<file path="src/hw/mode_config_defines.vh">
// constants for the module configuration register and reset-time mode sampling
`ifndef MODE_CONFIG_DEFINES_VH
`define MODE_CONFIG_DEFINES_VH
// byte offsets on the register bus
`define OFF_MODULE_CONFIGURATION 4'h0
`define OFF_RESET_STRAPS         4'h4
`define OFF_PIN_FUNCTIONS        4'h8
// field positions in module_configuration
`define BIT_EXT_CLOCK_OFF        15
`define BIT_FREEZE_WATCHDOG      14
`define BIT_FREEZE_BUS_MONITOR   13
`define BIT_DEV_SUPPORT_DISABLE  12
`define BIT_SHOW_HI              9
`define BIT_SHOW_LO              8
`define BIT_SUPERVISOR           7
`define BIT_MODULE_MAP           6
`define BIT_LOW_ADDR_DISABLE     5
`define BIT_RW_DISABLE           4
`define BIT_IRQ_ARB_HI           3
`define BIT_IRQ_ARB_LO           0
// reset values
`define RST_IRQ_ARB              4'hf
`define RST_SHOW                 2'h0
// show cycle modes
`define SHOW_OFF_ARB_ON          2'h0
`define SHOW_ON_ARB_OFF          2'h1
`define SHOW_ON_ARB_ON           2'h2
`define SHOW_ON_ARB_HALT         2'h3
// strap data bit positions
`define STRAP_WIDTH_SEL          1
`define STRAP_BUS_REQ            2
`define STRAP_ADDR19             3
`define STRAP_CS_LO              4
`define STRAP_CS_HI              6
`define STRAP_ADDR23             7
`define STRAP_PORT_E             8
`define STRAP_PORT_F             9
`define STRAP_EMULATION          10
`define STRAP_RESERVED           11
`define STRAP_ROM_EMULATION      13
`define STRAP_NVM_STOP           15
// module base addresses (upper 12 address bits)
`define MAP_LOW_BASE             12'h7ff
`define MAP_HIGH_BASE            12'hfff
// bus responses
`define RESP_OKAY                2'h0
`define RESP_SLVERR              2'h2
`endif

</file>
<file path="src/hw/system_mode_reset_config.v">
// module configuration register, reset-time mode sampling and pin function decode
`include "mode_config_defines.vh"

// How it works
// - watchdog stops during freeze only when its freeze bit is set
// - bus monitor disabled during freeze only when its freeze bit is set
// - pipe status pins driven unless disabled; disabled pins float except on breakpoint
// - show cycle field selects show cycles, arbitration, and grant-halts-internal modes
// - map bit picks module base 7ff000 or fff000, sets top address bit
// - map bit writes once after reset; cleared map makes module access fail
// - low address disable floats address pins 2..0, mode reset, one write
// - rw strobe disable floats strobe, mode-dependent reset, one write only
// - arbitration priority four bits, resets to f, drives interrupt arbitration
// - during reset, pins from data 15..0, basics from error, clock, breakpoint
// - error pin low gives single chip; data1 low 16-bit, high 8-bit
// - 8-bit mode: low data pins port h; single chip: ports a,b,g,h
// - data pins pulled high, so low at reset selects alternate functions
// - 16-bit mode uses address 18..3 and data 15..0, no ports
// - expanded: data8 low turns bus handshake pins into port e bits
// - emulator select replaces grant acknowledge when error high and data10, data1 low
// - rom emulation select replaces grant when error high and data13, data10, data1 low
// - data15 low at reset stops the erasable nvm array
// - data6..4 at reset set three chip-select pin assignment fields
module system_mode_reset_config
(
    // clock and reset
    input  wire        aclk,
    input  wire        aresetn,
    // axi4-lite write address
    input  wire [3:0]  s_axi_awaddr,
    input  wire        s_axi_awvalid,
    output reg         s_axi_awready,
    // axi4-lite write data
    input  wire [31:0] s_axi_wdata,
    input  wire [3:0]  s_axi_wstrb,
    input  wire        s_axi_wvalid,
    output reg         s_axi_wready,
    // axi4-lite write response
    output reg  [1:0]  s_axi_bresp,
    output reg         s_axi_bvalid,
    input  wire        s_axi_bready,
    // axi4-lite read address
    input  wire [3:0]  s_axi_araddr,
    input  wire        s_axi_arvalid,
    output reg         s_axi_arready,
    // axi4-lite read data
    output reg  [31:0] s_axi_rdata,
    output reg  [1:0]  s_axi_rresp,
    output reg         s_axi_rvalid,
    input  wire        s_axi_rready,
    // reset-time strap pins
    input  wire [15:0] data_strap,
    input  wire        bus_error_input,
    input  wire        clock_source_select,
    input  wire        breakpoint_input,
    // system status
    input  wire        freeze,
    input  wire        breakpoint_event,
    input  wire [11:0] module_access_base,
    // freeze and debug controls
    output reg         watchdog_run,
    output reg         bus_monitor_run,
    output reg         pipe_status_oe,
    output reg         ext_clock_off,
    // show cycles and arbitration
    output reg         show_cycles_on,
    output reg         ext_arbitration_on,
    output reg         grant_halts_internal,
    output reg         peripheral_enable_ok,
    output reg  [3:0]  irq_arbitration_priority,
    // address map and bus pins
    output reg         module_addr_top,
    output reg         module_access_fail,
    output reg         low_address_oe,
    output reg         rw_strobe_oe,
    // operating mode
    output reg         mode_single_chip,
    output reg         mode_expanded_16,
    output reg         mode_expanded_8,
    output reg         synth_clock_select,
    output reg         background_mode,
    // pin functions
    output reg         addr_bus_on,
    output reg  [1:0]  data_bus_bytes_on,
    output reg  [3:0]  ports_abgh_on,
    output reg         port_e_select,
    output reg         port_f_select,
    output reg         bus_request_select,
    output reg         func_code_select,
    output reg         addr19_select,
    output reg         addr23_select,
    output reg         emulator_select,
    output reg         rom_emulation_select,
    output reg         block_erase_nvm_stop,
    output reg         reserved_config,
    output reg  [2:0]  pin_assign_second
);

    // ==========
    // strap capture
    // ==========
    // straps are latched every cycle while reset is held, and frozen at release
    reg  [15:0] strap_r;
    reg         err_r;
    reg         mclk_r;
    reg         brk_r;
    reg         in_reset_r;

    always @(posedge aclk)
    begin
        in_reset_r <= ~aresetn;
        if (!aresetn)
        begin
            strap_r <= data_strap;
            err_r   <= bus_error_input;
            mclk_r  <= clock_source_select;
            brk_r   <= breakpoint_input;
        end
    end

    wire single_w   = ~err_r;
    wire exp16_w    = err_r & ~strap_r[`STRAP_WIDTH_SEL];
    wire exp8_w     = err_r &  strap_r[`STRAP_WIDTH_SEL];

    // ==========
    // module configuration register
    // ==========
    reg         ext_off_r;
    reg         frz_wd_r;
    reg         frz_bm_r;
    reg         dev_dis_r;
    reg  [1:0]  show_r;
    reg         supv_r;
    reg         map_r;
    reg         adis_r;
    reg         rwdis_r;
    reg  [3:0]  prio_r;
    reg         map_wr_r;
    reg         adis_wr_r;
    reg         rwdis_wr_r;

    // bus handshake state
    reg         aw_got_r;
    reg         w_got_r;
    reg  [3:0]  aw_addr_r;
    reg  [31:0] w_data_r;
    reg  [3:0]  w_strb_r;
    reg  [31:0] rdata_nxt;
    reg         rmapped_nxt;

    wire aw_take  = s_axi_awvalid & s_axi_awready;
    wire w_take   = s_axi_wvalid & s_axi_wready;
    wire do_write = aw_got_r & w_got_r & ~s_axi_bvalid;
    wire cfg_hit  = (aw_addr_r == `OFF_MODULE_CONFIGURATION);
    wire lo_wr    = do_write & cfg_hit & w_strb_r[0];
    wire hi_wr    = do_write & cfg_hit & w_strb_r[1];

    // mode-dependent reset values load from the strap on the first edge after reset release
    always @(posedge aclk)
    begin
        if (!aresetn)
        begin
            ext_off_r <= 1'b0;
            frz_wd_r  <= 1'b0;
            frz_bm_r  <= 1'b0;
            show_r    <= `RST_SHOW;
            supv_r    <= 1'b1;
            map_r     <= 1'b1;
            prio_r    <= `RST_IRQ_ARB;
            map_wr_r  <= 1'b0;
            adis_wr_r <= 1'b0;
            rwdis_wr_r <= 1'b0;
            dev_dis_r <= 1'b0;
            adis_r    <= 1'b0;
            rwdis_r   <= 1'b0;
        end
        else
        begin
            if (in_reset_r)
            begin
                dev_dis_r <= single_w;
                adis_r    <= single_w;
                rwdis_r   <= single_w;
            end
            if (hi_wr)
            begin
                ext_off_r <= w_data_r[`BIT_EXT_CLOCK_OFF];
                frz_wd_r  <= w_data_r[`BIT_FREEZE_WATCHDOG];
                frz_bm_r  <= w_data_r[`BIT_FREEZE_BUS_MONITOR];
                dev_dis_r <= w_data_r[`BIT_DEV_SUPPORT_DISABLE];
                show_r    <= w_data_r[`BIT_SHOW_HI:`BIT_SHOW_LO];
            end
            if (lo_wr)
            begin
                supv_r <= w_data_r[`BIT_SUPERVISOR];
                prio_r <= w_data_r[`BIT_IRQ_ARB_HI:`BIT_IRQ_ARB_LO];
                // each protected bit takes one write only, then locks
                if (!map_wr_r)
                begin
                    map_r    <= w_data_r[`BIT_MODULE_MAP];
                    map_wr_r <= 1'b1;
                end
                if (!adis_wr_r)
                begin
                    adis_r    <= w_data_r[`BIT_LOW_ADDR_DISABLE];
                    adis_wr_r <= 1'b1;
                end
                if (!rwdis_wr_r)
                begin
                    rwdis_r    <= w_data_r[`BIT_RW_DISABLE];
                    rwdis_wr_r <= 1'b1;
                end
            end
        end
    end

    // ==========
    // axi4-lite slave
    // ==========
    always @*
    begin
        rdata_nxt   = 32'h0;
        rmapped_nxt = 1'b1;
        case (s_axi_araddr)
            `OFF_MODULE_CONFIGURATION:
                rdata_nxt = {16'h0, ext_off_r, frz_wd_r, frz_bm_r, dev_dis_r, 2'h0, show_r,
                             supv_r, map_r, adis_r, rwdis_r, prio_r};
            `OFF_RESET_STRAPS:
                rdata_nxt = {13'h0, brk_r, mclk_r, err_r, strap_r};
            `OFF_PIN_FUNCTIONS:
                rdata_nxt = {29'h0, mode_expanded_8, mode_expanded_16, mode_single_chip};
            default:
                rmapped_nxt = 1'b0;
        endcase
    end

    always @(posedge aclk)
    begin
        if (!aresetn)
        begin
            s_axi_awready <= 1'b1;
            s_axi_wready  <= 1'b1;
            s_axi_bvalid  <= 1'b0;
            s_axi_bresp   <= `RESP_OKAY;
            s_axi_arready <= 1'b1;
            s_axi_rvalid  <= 1'b0;
            s_axi_rresp   <= `RESP_OKAY;
            s_axi_rdata   <= 32'h0000_0000;
            aw_got_r      <= 1'b0;
            w_got_r       <= 1'b0;
            aw_addr_r     <= 4'h0;
            w_data_r      <= 32'h0000_0000;
            w_strb_r      <= 4'h0;
        end
        else
        begin
            if (aw_take)
            begin
                aw_got_r      <= 1'b1;
                aw_addr_r     <= s_axi_awaddr;
                s_axi_awready <= 1'b0;
            end
            if (w_take)
            begin
                w_got_r      <= 1'b1;
                w_data_r     <= s_axi_wdata;
                w_strb_r     <= s_axi_wstrb;
                s_axi_wready <= 1'b0;
            end
            if (do_write)
            begin
                s_axi_bvalid <= 1'b1;
                s_axi_bresp  <= (aw_addr_r == `OFF_MODULE_CONFIGURATION) ? `RESP_OKAY : `RESP_SLVERR;
                aw_got_r     <= 1'b0;
                w_got_r      <= 1'b0;
            end
            if (s_axi_bvalid && s_axi_bready)
            begin
                s_axi_bvalid  <= 1'b0;
                s_axi_awready <= 1'b1;
                s_axi_wready  <= 1'b1;
            end
            if (s_axi_arvalid && s_axi_arready)
            begin
                s_axi_arready <= 1'b0;
                s_axi_rvalid  <= 1'b1;
                s_axi_rdata   <= rdata_nxt;
                s_axi_rresp   <= rmapped_nxt ? `RESP_OKAY : `RESP_SLVERR;
            end
            if (s_axi_rvalid && s_axi_rready)
            begin
                s_axi_rvalid  <= 1'b0;
                s_axi_arready <= 1'b1;
            end
        end
    end

    // ==========
    // control outputs
    // ==========
    wire top_bit_w = map_r;
    wire [11:0] base_w = top_bit_w ? `MAP_HIGH_BASE : `MAP_LOW_BASE;

    always @(posedge aclk)
    begin
        if (!aresetn)
        begin
            watchdog_run         <= 1'b1;
            bus_monitor_run      <= 1'b1;
            pipe_status_oe       <= 1'b0;
            ext_clock_off        <= 1'b0;
            show_cycles_on       <= 1'b0;
            ext_arbitration_on   <= 1'b1;
            grant_halts_internal <= 1'b0;
            peripheral_enable_ok <= 1'b1;
            irq_arbitration_priority <= `RST_IRQ_ARB;
            module_addr_top      <= 1'b1;
            module_access_fail   <= 1'b0;
            low_address_oe       <= 1'b0;
            rw_strobe_oe         <= 1'b0;
        end
        else
        begin
            watchdog_run    <= ~(frz_wd_r & freeze);
            bus_monitor_run <= ~(frz_bm_r & freeze);
            pipe_status_oe  <= ~dev_dis_r | breakpoint_event;
            ext_clock_off   <= ext_off_r;
            show_cycles_on  <= (show_r != `SHOW_OFF_ARB_ON);
            ext_arbitration_on   <= (show_r != `SHOW_ON_ARB_OFF);
            grant_halts_internal <= (show_r == `SHOW_ON_ARB_HALT);
            peripheral_enable_ok <= (show_r == `SHOW_OFF_ARB_ON);
            irq_arbitration_priority <= prio_r;
            module_addr_top    <= top_bit_w;
            // upper lines follow address bit 19, so a cleared map never matches
            module_access_fail <= ~map_r | (module_access_base != base_w);
            low_address_oe     <= ~adis_r & ~single_w;
            rw_strobe_oe       <= ~rwdis_r & ~single_w;
        end
    end

    // ==========
    // mode and pin function decode
    // ==========
    always @(posedge aclk)
    begin
        if (!aresetn)
        begin
            mode_single_chip     <= 1'b0;
            mode_expanded_16     <= 1'b0;
            mode_expanded_8      <= 1'b0;
            synth_clock_select   <= 1'b1;
            background_mode      <= 1'b0;
            addr_bus_on          <= 1'b0;
            data_bus_bytes_on    <= 2'h0;
            ports_abgh_on        <= 4'h0;
            port_e_select        <= 1'b0;
            port_f_select        <= 1'b0;
            bus_request_select   <= 1'b0;
            func_code_select     <= 1'b0;
            addr19_select        <= 1'b0;
            addr23_select        <= 1'b0;
            emulator_select      <= 1'b0;
            rom_emulation_select <= 1'b0;
            block_erase_nvm_stop <= 1'b0;
            reserved_config      <= 1'b0;
            pin_assign_second    <= 3'h7;
        end
        else
        begin
            mode_single_chip   <= single_w;
            mode_expanded_16   <= exp16_w;
            mode_expanded_8    <= exp8_w;
            synth_clock_select <= mclk_r;
            background_mode    <= ~brk_r;
            addr_bus_on        <= err_r;
            data_bus_bytes_on  <= {err_r, exp16_w};
            ports_abgh_on      <= {single_w, single_w, single_w, ~exp16_w};
            port_e_select      <= single_w | ~strap_r[`STRAP_PORT_E];
            port_f_select      <= single_w | (exp16_w & ~strap_r[`STRAP_PORT_F]);
            bus_request_select <= exp16_w & ~strap_r[`STRAP_BUS_REQ];
            func_code_select   <= exp16_w & ~strap_r[`STRAP_BUS_REQ];
            addr19_select      <= exp16_w & ~strap_r[`STRAP_ADDR19];
            addr23_select      <= exp16_w & ~strap_r[`STRAP_ADDR23];
            emulator_select    <= exp16_w & ~strap_r[`STRAP_EMULATION];
            rom_emulation_select <= exp16_w & ~strap_r[`STRAP_EMULATION]
                                  & ~strap_r[`STRAP_ROM_EMULATION];
            block_erase_nvm_stop <= ~strap_r[`STRAP_NVM_STOP];
            reserved_config    <= ~strap_r[`STRAP_RESERVED];
            pin_assign_second  <= strap_r[`STRAP_CS_HI:`STRAP_CS_LO];
        end
    end

endmodule

</file>
<file path="config.mk">
export PLATFORM = sky130hd
export DESIGN_NAME = system_mode_reset_config
export DESIGN_NICKNAME = d
export VERILOG_FILES = /design/src/hw/system_mode_reset_config.v
export VERILOG_INCLUDE_DIRS = /design/src /design/src/hw
export SDC_FILE = /design/constraint.sdc
export NUM_CORES = 1
export LEC_CHECK = 0
export BUFFER_PORTS_ARGS = -buffer_cell sky130_fd_sc_hd__buf_2
export CAP_MARGIN = 10
export CORE_ASPECT_RATIO = 0.6
export CORE_UTILIZATION = 40
export DETAILED_ROUTE_END_ITERATION = 7
export GPL_ROUTABILITY_DRIVEN = 0
export PLACE_DENSITY = 0.77
export RECOVER_POWER = 50
export SLEW_MARGIN = 0
export SYNTH_ARGS = -nofsm -noshare
export SYNTH_HDL_FRONTEND = slang
export SYNTH_SLANG_ARGS = --single-unit
</file>
<file path="constraint.sdc">
create_clock -name aclk -period 2.3 [get_ports aclk]
set_input_delay 0.46 -clock aclk [delete_from_list [all_inputs] [get_ports aclk]]
set_output_delay 0.46 -clock aclk [all_outputs]
set_load 0.03 [all_outputs]
</file>
### After elaboration in Yosys (flattened, before gate mapping)

Index checks and enable logic that the tools add are counted.

| operators by class | value |
|---|---|
| equal/unequal tests | 5 |
| add/sub/neg operators | 0 |
| reductions and logical operators | 13 |
| multipliers | 0 |
| divide/modulo/power cells | 0 |
| order comparisons | 0 |
| shift operators | 0 |
| multiplexer cells | 13 |
| bitwise operators | 45 |

Operators with widths:

| operator | count |
|---|---|
| $pmux 19 s3 | 1 |
| $not 1->1 | 22 |
| $and 1x1->1 | 19 |
| $mux 12 | 1 |
| $ne 12x12->1 | 1 |
| $mux 1 | 9 |
| $logic_not 4->1 | 2 |
| $reduce_or 2->1 | 3 |
| $eq 4x3->1 const B | 1 |
| $eq 4x4->1 const B | 1 |
| $mux 2 | 2 |
| $or 1x1->1 | 4 |
| $reduce_bool 2->1 | 2 |
| $logic_and 1x1->1 | 3 |
| $reduce_or 3->1 | 1 |
| $eq 2x2->1 const B | 1 |
| $logic_not 2->1 | 1 |
| $ne 2x1->1 const B | 1 |
| $reduce_and 2->1 | 1 |

| word-level totals | value |
|---|---|
| memories | 0 |
| bits of input ports | 84 |
| bits in writable memories | 0 |
| memory bits (read-only) | 0 |
| register bits | 138 |
| bits in latches | 0 |

### Depth between registers and ports, before layout

Gate-level depths: netlist of run 1.

| depth | value |
|---|---|
| word-level depth | 5 |
| mapped depth | 5 |
| depth with buffers taken out | 3 |

### Worst setup path after synthesis of run 1

Ideal clock, no wire load.

| timing | value |
|---|---|
| kind | reg-to-reg |
| start point | reg aw_addr_r[3] |
| end point | reg map_r |
| setup time | 121 ps |
| cell stages (with the launch flop) | 5 |
| arrival | 1761 ps |
| buffers on the path | 1 |
| slack | 418 ps |
| clock period less this slack | 1882 ps |
| cells stage by stage | dfxtp_1 or4_1 buf_2 or4_4 mux2_4 |

| on the way | value |
|---|---|
| word-level cells in the longest chain between the ends | 4 |

RTL lines:

| what | RTL line | RTL |
|---|---|---|
| from (decl) | system_mode_reset_config.v:145 | `reg [3:0] aw_addr_r;` |
| from (signal assigned) | system_mode_reset_config.v:260 | `aw_addr_r <= s_axi_awaddr;` |
| $logic_not 4->1 (no source line) | -- |  |
| $and 1x1->1 (2 in series) | system_mode_reset_config.v:155 | `wire lo_wr = do_write & cfg_hit & w_strb_r[0];` |
| $reduce_and 2->1 (no source line) | -- |  |
| to (signal assigned) | system_mode_reset_config.v:200 | `` map_r <= w_data_r[`BIT_MODULE_MAP]; `` |
| to (decl) | system_mode_reset_config.v:134 | `reg map_r;` |

Every way passes these cells.
A chain may end at the register's enable or synchronous reset.

### Worst setup path after layout of run 1

Same ends and word-level chain as after synthesis.

==> qor.txt, run 1 <==
Number of flops mapped to enable cells by yosys -> 19
Number of buffers inserted by hold repair at cts -> 0
Final-report max-slew violation count -> 0
Flip-flop and latch count after synthesis -> 118
Die Span X -> 135 um
Worst Slack Setup Final -> 0.316 ns
Reg2Reg Launch Point -> aw_addr_r[3]$_SDFFE_PN0P_
Largest net degree at the start of global routing -> 27
Detailed-route via count -> 3405
P_leak -> 2.45 nW
Fraction of post-synthesis cell area in the top cell type by area -> 47.0%
Max VDD drop -> 0.000678 V
Count of standard-cell rows -> 28
Diode insertion count for antenna repair -> 0
Number of clock sinks -> 118
Bufs and invs on worst path -> 0
Category of the worst setup path capture point -> flip-flop
Slew @ Worst Pin -> 0.853 ns
Share of the yosys chip area belonging to registers -> 60.5%
Number of instances resized during post-cts repair -> 0
Floorplan core area -> 0.0101 sq mm
Max-Slew Margin vs Limit -> 43.1%
RSZ-0062 raised after global routing -> false
Number of global-route vias before repair -> 3227
Antenna violations before repair -> 0
Met1 Track Usage GR -> 24.1%
Count of yosys warnings during synthesis -> 0
CTS clk-pin slew, worst paths -> 0.05 ns
Post-Route Utilization -> 54.3%
Share of cells above drive strength 1 -> 29.1%
Global-route wire length before repair -> 15.7 mm
WHS Path Cells -> 1
Grt peak-use layer -> met2
Min Hold Slack -> 0.229 ns
Worst path required time -> 2.58 ns
FFs w/ async S/R, synth -> 0%
H-tree depth reported by CTS -> 4
Critical-path cell list -> or4_1 -> or4_4 -> mux2_4
HPWL after DPL -> 7.17 mm
Total wire length -> 10.2 mm
GR Layer Usage met2 -> 32.2%
Clock Latency Late Sink -> 0.40 ns
Worst clock skew on the final layout -> 0.0143 ns
Max stage delay on crit path -> 0.64 ns
TritonCTS clock tree -> yes
Final global-route overflow total -> 0
Post-DP Area -> 0.00492 sq mm
Number of inserted filler cells in the final layout -> 912
Number of buffers between clock root and the deepest sink -> 2
Synth Instances -> 424
Reg2reg setup slack -> 0.32 ns
Worst setup slack before clock tree synthesis -> 0.341 ns
TritonCTS buffer count -> 17
Cell area after layout -> 0.00546 sq mm
Critical Path Stages -> 3
Endpoints failing hold -> 0
Global Route met3 Usage -> 5.37%
First drt pass iteration count -> 4
Crit path DAT -> 2.26 ns
Area of the die -> 0.0110 sq mm
Antenna violation net count after detailed routing -> 0
Slowest library cell on the worst path -> sky130_fd_sc_hd__or4_1
Highest clock rate -> 504 MHz
Result of the run -> completed
Cell count of the worst reg-to-reg path -> 3
Die height -> 81.5 um
Max-capacitance violation count -> 0
Signed area change from the synthesized netlist to the final layout -> 29.5%
Mapped cell area -> 0.00422 sq mm
Worst Hold End -> strap_r[2]$_DFFE_PN_
Final routed DRC violation total -> 0
Setup Viol. Count Final -> 0
Via density -> 4.87
I/O pin count -> 166
Power per unit of standard cell area -> 956 mW/mm^2
Maximum fanout along the worst path -> 6
Tmin final -> 1.98 ns
Port-buffer cells -> 130
Element type at the critical path start -> flip-flop
Setup TNS Final -> 0 ns
Hold_sp -> data_strap[2]
GRT Resource Usage Total -> 19.3%
Nets -> 635
Average wire length per cell after detail routing -> 14.5 um
WS Path Type -> flip-flop to flip-flop
Root Driver -> sky130_fd_sc_hd__clkbuf_16
Predominant post-synthesis flop cell -> sky130_fd_sc_hd__dfxtp_1
Synthesized area per cell -> 9.95 sq um
Path class of the lowest-slack min-delay path -> primary input to flip-flop
Share of the cycle needed by the critical path after routing -> 86.2%
Starting DRT DRC Count -> 150
Family with the most delay on the worst path -> simple AND/OR/NAND/NOR gates
Reg-to-reg endpoint -> map_r$_SDFFE_PN1P_
Effective utilization at floorplan -> 41.9%
Cell types with the largest area share after synthesis -> sky130_fd_sc_hd__dfxtp_1 47%, sky130_fd_sc_hd__edfxtp_1 14%, sky130_fd_sc_hd__nand2_1 6.8%, sky130_fd_sc_hd__a21oi_1 5.2%, sky130_fd_sc_hd__mux2i_1 5.2%
Number of buffers inserted to repair setup after CTS -> 0
Post-synthesis cell type count -> 39
Cell type with the largest total area after synthesis -> sky130_fd_sc_hd__dfxtp_1
-- sequential cells by signal, summed over array words and instances (netlist names), 2 cells and up --
register and flops:
prio_r 4, show_r 2, strap_r 16, s_axi_rdata 19, w_strb_r 2, pin_assign_second 3
w_data_r 14, irq_arbitration_priority 4, aw_addr_r 4
-- cells in the mapped netlist (2+ instances only) --
| library cell | n |
|---|---|
| sky130_fd_sc_hd__clkbuf_1 | 20 |
| sky130_fd_sc_hd__a31oi_1 | 6 |
| sky130_fd_sc_hd__mux2i_1 | 22 |
| sky130_fd_sc_hd__buf_1 | 2 |
| sky130_fd_sc_hd__inv_1 | 10 |
| sky130_fd_sc_hd__nand4_1 | 2 |
| sky130_fd_sc_hd__buf_2 | 2 |
| sky130_fd_sc_hd__nor3_1 | 2 |
| sky130_fd_sc_hd__a2bb2oi_1 | 3 |
| sky130_fd_sc_hd__buf_4 | 21 |
| sky130_fd_sc_hd__dfxtp_1 | 99 |
| sky130_fd_sc_hd__edfxtp_1 | 19 |
| sky130_fd_sc_hd__a21oi_1 | 44 |
| sky130_fd_sc_hd__nand3_1 | 12 |
| sky130_fd_sc_hd__nor2_1 | 18 |
| sky130_fd_sc_hd__or3_1 | 16 |
| sky130_fd_sc_hd__nand2_1 | 76 |
| sky130_fd_sc_hd__nand2b_1 | 11 |
| sky130_fd_sc_hd__o21ai_0 | 14 |
| sky130_fd_sc_hd__nor4_1 | 6 |
-- placed cells by master (no fill, tap or decap), types with 2 or more instances in the layout --
cell                         synthesis  final
sky130_fd_sc_hd__o21ai_0            14     14
sky130_fd_sc_hd__nor2_1             18     18
sky130_fd_sc_hd__nand3_1            12     12
sky130_fd_sc_hd__or3_1              16     16
sky130_fd_sc_hd__a21oi_1            44     44
sky130_fd_sc_hd__dfxtp_1            99     99
sky130_fd_sc_hd__mux2i_1            22     22
sky130_fd_sc_hd__bufinv_16           0      2
sky130_fd_sc_hd__a2bb2oi_1           3      3
sky130_fd_sc_hd__clkinvlp_4          0      2
sky130_fd_sc_hd__nand2b_1           11     11
sky130_fd_sc_hd__edfxtp_1           19     19
sky130_fd_sc_hd__clkinv_2            0      3
sky130_fd_sc_hd__clkbuf_16           0     18
sky130_fd_sc_hd__a31oi_1             6      6
sky130_fd_sc_hd__clkbuf_1           20     10
sky130_fd_sc_hd__clkinv_1            0      3
sky130_fd_sc_hd__buf_2               2    128
sky130_fd_sc_hd__conb_1              1     15
sky130_fd_sc_hd__nor4_1              6      6
sky130_fd_sc_hd__nor3_1              2      2
sky130_fd_sc_hd__buf_4              21      3
sky130_fd_sc_hd__inv_1              10     11
sky130_fd_sc_hd__nand4_1             2      2
sky130_fd_sc_hd__nand2_1            76     76
-- power breakdown --
part	internal [W]	switching (W)	total, W
Clock	0.00167	0.000868	0.00254
Combinational	0.000137	0.000292	0.000428
Sequential	0.00220	0.0000586	0.00226
Total	0.00400	0.00122	0.00522
-- per-stage QoR --
| stage | cells | total power [W] |
|---|---|---|
| finish | 699 | 0.00522 |
| CTS | 699 | 0.00527 |
| global route | 699 | 0.00541 |
| global placement | 667 | 0.00272 |
| floorplan | 438 | 0.00259 |
| detailed placement | 667 | 0.00273 |
-- layer usage --
layer  part of all wire (%)  vias to the layer above
met5                      0                        -
met4                   0.56                        0
met3                    6.3                        6
met2                     46                      119
met1                     47                     1613
li1                       -                     1667
-- cells by family after synthesis --
logic type | after synthesis | share of synthesized area, %
simple gates | 153 | 17.3
flops | 118 | 60.5
compound gates | 72 | 9.34
buf+inv | 56 | 6.91
mux | 24 | 5.84
other cells | 1 | 0.0889
-- layout make-up --
type	instances	area [sq um]	share of cell area [%]
sequential	118	2550	46.7
multi-input combinational	264	1430	26.1
timing repair buffer	139	694	12.7
clock buffer	22	475	8.71
tap	135	169	3.09
clock inverter	10	101	1.86
inverter	11	41.3	0.756
-- worst max-delay path by stage --
stage                              startpoint                  to  slack (ns)
finish              aw_addr_r[3]$_SDFFE_PN0P_  map_r$_SDFFE_PN1P_        0.32
global route        aw_addr_r[3]$_SDFFE_PN0P_  map_r$_SDFFE_PN1P_        0.29
CTS                 aw_addr_r[3]$_SDFFE_PN0P_  map_r$_SDFFE_PN1P_        0.33
floorplan           aw_addr_r[3]$_SDFFE_PN0P_  map_r$_SDFFE_PN1P_        0.42
detailed placement  aw_addr_r[3]$_SDFFE_PN0P_  map_r$_SDFFE_PN1P_        0.34
global placement    aw_addr_r[3]$_SDFFE_PN0P_  map_r$_SDFFE_PN1P_        0.36
Power figures use the tool's default switching activity.
==> inputs of run 2 (changes only) <==
--- a/config.mk
+++ b/config.mk
@@ -12,7 +12,7 @@
 export CORE_UTILIZATION = 40
 export DETAILED_ROUTE_END_ITERATION = 7
 export GPL_ROUTABILITY_DRIVEN = 0
-export PLACE_DENSITY = 0.77
+export PLACE_DENSITY = 0.73
 export RECOVER_POWER = 50
 export SLEW_MARGIN = 0
 export SYNTH_ARGS = -nofsm -noshare
==> constraint.sdc (replaced) <==
create_clock -name aclk -period 1.85 [get_ports aclk]
set_input_delay 0.37 -clock aclk [delete_from_list [all_inputs] [get_ports aclk]]
set_output_delay 0.37 -clock aclk [all_outputs]
set_load 0.03 [all_outputs]
==> run 2 against run 1 <==
  * Sequential share of layout area decreased by 0.39 points
  * Count of clock-buffer cells in the layout up 8
  * Clock power rose by 21%
  * First-iteration DRC count fell by 13%
  * Largest cell class unchanged
==> qor.txt, run 2 (synthesis gave the netlist of run 1 again) <==
P_leak -> 2.45 nW
Share of the cycle needed by the critical path after routing -> 97.9%
Cell area after layout -> 0.00551 sq mm
Number of inserted filler cells in the final layout -> 912
Post-DP Area -> 0.00498 sq mm
Critical-path cell list -> or4_4 -> or4_4 -> mux2_4
Die height -> 81.5 um
Power per unit of standard cell area -> 1170 mW/mm^2
I/O pin count -> 166
GRT Resource Usage Total -> 19.8%
Root Driver -> sky130_fd_sc_hd__clkbuf_16
Leading cell type in the layout, fill and taps excluded -> sky130_fd_sc_hd__buf_2
Worst clock skew on the final layout -> 0.0104 ns
Slew @ Worst Pin -> 0.868 ns
Final global-route overflow total -> 0
Effective utilization at floorplan -> 41.9%
Area of the die -> 0.0110 sq mm
Clock Latency Late Sink -> 0.40 ns
Number of clock sinks -> 118
Tmin final -> 1.81 ns
Max-Slew Margin vs Limit -> 42.1%
Largest net degree at the start of global routing -> 40
First drt pass iteration count -> 4
Port-buffer cells -> 130
Setup Viol. Count Final -> 0
Endpoints failing hold -> 0
RSZ-0062 raised after global routing -> false
TritonCTS buffer count -> 17
Number of standard cells in the layout, taps in and fillers out -> 705
Number of buffers between clock root and the deepest sink -> 2
Result of the run -> completed
Global-route wire length before repair -> 15.9 mm
Slowest library cell on the worst path -> sky130_fd_sc_hd__or4_4
Path class of the lowest-slack min-delay path -> primary input to flip-flop
Highest clock rate -> 552 MHz
Max FFs per register -> 19
Element type at the critical path start -> flip-flop
Diode insertion count for antenna repair -> 0
HPWL after DPL -> 7.43 mm
Max stage delay on crit path -> 0.54 ns
Signed area change from the synthesized netlist to the final layout -> 30.6%
H-tree depth reported by CTS -> 4
TritonCTS clock tree -> yes
Average wire length per cell after detail routing -> 14.8 um
Count of standard-cell rows -> 28
Via density -> 4.88
Final-report max-slew violation count -> 0
Starting DRT DRC Count -> 131
Worst path required time -> 2.14 ns
Register with the highest flop count -> s_axi_rdata
Cell mode on critical path -> sky130_fd_sc_hd__or4_4
Max VDD drop -> 0.000677 V
WS Path Type -> flip-flop to flip-flop
Cell count after placement -> 673
Most frequent cells in the layout -> 113 x sky130_fd_sc_hd__buf_2, 99 x sky130_fd_sc_hd__dfxtp_1, 76 x sky130_fd_sc_hd__nand2_1
Antenna violations before repair -> 0
Nets -> 641
Share of cells above drive strength 1 -> 27.4%
Detailed-route via count -> 3438
Antenna violation net count after detailed routing -> 0
Combined area of the multi-input logic cells -> 0.00143 sq mm
Registers with the most flip-flops -> s_axi_rdata x19, strap_r x16, w_data_r x14
Number of global-route vias before repair -> 3293
Storage element area -> 0.00255 sq mm
Floorplan core area -> 0.0101 sq mm
Max-capacitance violation count -> 0
Maximum fanout along the worst path -> 2
Total wire length -> 10.4 mm
Final routed DRC violation total -> 0
Number of buffers inserted by hold repair at cts -> 0
Die Span X -> 135 um
Crit path DAT -> 2.10 ns
Category of the worst setup path capture point -> flip-flop
CTS clk-pin slew, worst paths -> 0.05 ns
## run 2: cell types whose count changed in the layout (fill, tap and decap cells not counted), moves of 2 or more
cell / change
sky130_fd_sc_hd__clkbuf_1: +17
sky130_fd_sc_hd__buf_2: -15
sky130_fd_sc_hd__buf_4: +5
sky130_fd_sc_hd__clkbuf_8: +3
sky130_fd_sc_hd__clkinv_1: -3
sky130_fd_sc_hd__buf_12: +2
sky130_fd_sc_hd__bufinv_16: -2
sky130_fd_sc_hd__clkinvlp_4: -2
## run 2: final timing paths
path                             start                      end  slack, ns  cells after the start
max          aw_addr_r[3]$_SDFFE_PN0P_       map_r$_SDFFE_PN1P_       0.04                      3
min                     data_strap[15]    strap_r[15]$_DFFE_PN_       0.14                      1
max reg2reg  aw_addr_r[3]$_SDFFE_PN0P_       map_r$_SDFFE_PN1P_       0.04                      3
min reg2reg      frz_wd_r$_SDFFE_PN0P_  watchdog_run$_SDFF_PN1_       0.42                      1
## run 2: through the flow
stage	util, %	worst slack, ns	total power (W)	setup TNS (ns)	hold slack (ns)
2_1_floorplan	-	-0.0318	0.00322	-0.0318	0.380
3_3_place_gp	49.5	0.0509	0.00340	0	0.407
3_5_place_dp	49.5	0.0376	0.00342	0	0.415
4_1_cts	55.1	0.0320	0.00650	0	0.125
5_1_grt	54.8	0.0136	0.00669	0	0.119
6_report	54.8	0.0381	0.00643	0	0.138
## run 2: metal layers
layer,global-route usage [%],routed length [um],vias to the layer above
met5,0,0,-
met4,7.75,84,0
met3,6.05,597,11
met2,33.0,4780,119
met1,24.3,4970,1630
li1,-,-,1678
## run 2: report_power, final
part / switching (W) / total [W] / leakage (nW) / internal (W)
sequential: 0.0000707 / 0.00280 / 0.996 / 0.00273
combinational: 0.000371 / 0.000556 / 1.18 / 0.000185
clock: 0.00106 / 0.00307 / 0.279 / 0.00201
total: 0.00150 / 0.00643 / 2.45 / 0.00493
## run 2: cell type report
cell class                 count  area share, %
inverter                      11          0.750
sequential                   118           46.4
tap                          135           3.07
timing repair buffer         145           13.6
multi-input combinational    264           25.9
clock buffer                  30           10.1
clock inverter                 2          0.182
## run 2: what timing repair did
item,4_1_cts,5_1_grt
endpoints found under the setup margin,0,2
gates resized for setup,0,1
setup buffers,0,0
## run 2: worst max-delay path: cells and delay by family (launching register included)
| kind | cells | cell delay, ns |
|---|---|---|
| flip-flops | 1 | 0.31 |
| multiplexers | 1 | 0.31 |
| AND/OR/NAND/NOR | 2 | 1.08 |
==> inputs of run 3 (changes only) <==
--- a/config.mk
+++ b/config.mk
@@ -9,6 +9,7 @@
 export BUFFER_PORTS_ARGS = -buffer_cell sky130_fd_sc_hd__buf_2
 export CAP_MARGIN = 10
 export CORE_ASPECT_RATIO = 0.6
+export CORE_MARGIN = 2
 export CORE_UTILIZATION = 40
 export DETAILED_ROUTE_END_ITERATION = 7
 export GPL_ROUTABILITY_DRIVEN = 0
==> run 3 against run 2 <==
  * Critical path depth unchanged
  * Clock skew down 0.0050 ns
  * Final area down 0.73%
  * Maximum frequency down 1.8%
  * Count of clock-buffer cells in the layout down 3
  * Clock power down 1%
  * Largest cell class unchanged
  * Register-to-register slack worse by 0.03 ns
  * Setup slack worse by 0.032 ns
  * Die area up 4.0%
  * Power down 0.76%
==> qor.txt, run 3 (synthesis gave the netlist of run 1 again) <==
Average wire length per cell after detail routing -> 15.0 um
Nets -> 640
Root Driver -> sky130_fd_sc_hd__clkbuf_16
Via density -> 4.90
GRT Resource Usage Total -> 18.8%
Reg2reg setup slack -> 0.006 ns
Post-DP Area -> 0.00497 sq mm
Die height -> 83.5 um
HPWL after DPL -> 7.49 mm
Element type at the critical path start -> flip-flop
Post-Route Utilization -> 54.4%
Final routed DRC violation total -> 0
Number of global-route vias before repair -> 3270
Category of the worst setup path capture point -> flip-flop
Endpoints failing hold -> 0
Final global-route overflow total -> 0
TritonCTS buffer count -> 17
Slew @ Worst Pin -> 0.835 ns
CTS clk-pin slew, worst paths -> 0.05 ns
Number of instances resized during post-cts repair -> 0
Signed area change from the synthesized netlist to the final layout -> 29.6%
Maximum fanout along the worst path -> 3
Number of buffers between clock root and the deepest sink -> 2
Die Span X -> 137 um
Effective utilization at floorplan -> 41.9%
Path class of the lowest-slack min-delay path -> primary input to flip-flop
Detailed-route via count -> 3446
Diode insertion count for antenna repair -> 0
Register with the highest flop count -> s_axi_rdata
Share of cells above drive strength 1 -> 27.1%
H-tree depth reported by CTS -> 4
Met1 routed wirelength after detailed routing -> 4.89 mm
Largest net degree at the start of global routing -> 40
P_leak -> 2.42 nW
Most frequent cells in the layout -> 112 x sky130_fd_sc_hd__buf_2, 99 x sky130_fd_sc_hd__dfxtp_1, 76 x sky130_fd_sc_hd__nand2_1
Number of buffers inserted to repair setup after CTS -> 0
Number of inserted filler cells in the final layout -> 934
First drt pass iteration count -> 6
Global-route wire length before repair -> 16.4 mm
Max FFs per register -> 19
Antenna violations before repair -> 0
Floorplan core area -> 0.0101 sq mm
Setup Viol. Count Final -> 0
Starting DRT DRC Count -> 140
Clock Latency Late Sink -> 0.39 ns
Number of clock sinks -> 118
Antenna violation net count after detailed routing -> 0
Power per unit of standard cell area -> 1170 mW/mm^2
Highest clock rate -> 542 MHz
Max VDD drop -> 0.000808 V
Area of the die -> 0.0114 sq mm
Total wire length -> 10.5 mm
WS Path Type -> flip-flop to flip-flop
Worst path required time -> 2.13 ns
Tmin final -> 1.84 ns
Highest metal layer with signal wires -> met4
Number of buffers inserted by hold repair at cts -> 0
Result of the run -> completed
Port-buffer cells -> 130
Max-capacitance violation count -> 0
Registers with the most flip-flops -> s_axi_rdata x19, strap_r x16, w_data_r x14
Overall Power -> 0.00639 W
Final-report max-slew violation count -> 0
Setup TNS Final -> 0 ns
Max-Slew Margin vs Limit -> 44.3%
Cell area after layout -> 0.00547 sq mm
Worst clock skew on the final layout -> 0.00540 ns
Crit path DAT -> 2.12 ns
Count of standard-cell rows -> 28
I/O pin count -> 166
Share of the cycle needed by the critical path after routing -> 99.7%
TritonCTS clock tree -> yes
Leading cell type in the layout, fill and taps excluded -> sky130_fd_sc_hd__buf_2
Wire length on met3 -> 756 um
Met2 wire length -> 4.78 mm
run 3: cell types whose count changed in the layout (fill, tap and decap cells not counted), sizes merged:
cell	delta
buf	-3
bufinv	+1
clkbuf	-1
clkinv	+1
run 3: stage by stage:
stage / instances / hold WS, ns / setup WS, ns
4_1_cts: 703 / 0.133 / 0.00374
3_5_place_dp: 672 / 0.415 / 0.0133
5_1_grt: 703 / 0.131 / -0.0110
6_report: 703 / 0.150 / 0.00577
3_3_place_gp: 672 / 0.407 / 0.0188
2_1_floorplan: 438 / 0.380 / -0.0318
run 3: report_power, final:
part	switching (W)	internal, W
combinational	0.000370	0.000181
sequential	0.0000735	0.00273
clock	0.00105	0.00198
total	0.00150	0.00489
run 3: worst paths after layout:
check	endpoint	cells past startpoint	startpoint
worst min-delay path	strap_r[14]$_DFFE_PN_	1	data_strap[14]
worst max register to register	map_r$_SDFFE_PN1P_	3	aw_addr_r[3]$_SDFFE_PN0P_
worst max-delay path	map_r$_SDFFE_PN1P_	3	aw_addr_r[3]$_SDFFE_PN0P_
worst min register to register	watchdog_run$_SDFF_PN1_	1	frz_wd_r$_SDFFE_PN0P_
run 3: per-layer routing:
metal / track usage (%) / vias to the layer above
met3: 5.34 / 17
li1: - / 1684
met4: 5.59 / 0
met2: 29.4 / 130
met1: 25.2 / 1615
met5: 0 / -
run 3: layout make-up:
cell class	count	area (sq um)	share of cell area, %
clock buffers	27	503	9.20
clock inverters	4	45.0	0.824
inverters	11	41.3	0.755
multi-input cells	264	1430	26.2
flip-flops and latches	118	2550	46.7
well taps	135	169	3.09
repair buffers	144	726	13.3
run 3: critical path, cell delays in order (launching register included):
cell and delay (ns):
sky130_fd_sc_hd__dfxtp_1 0.32, sky130_fd_sc_hd__or4_4 0.54, sky130_fd_sc_hd__or4_4 0.55, sky130_fd_sc_hd__mux2_4 0.32
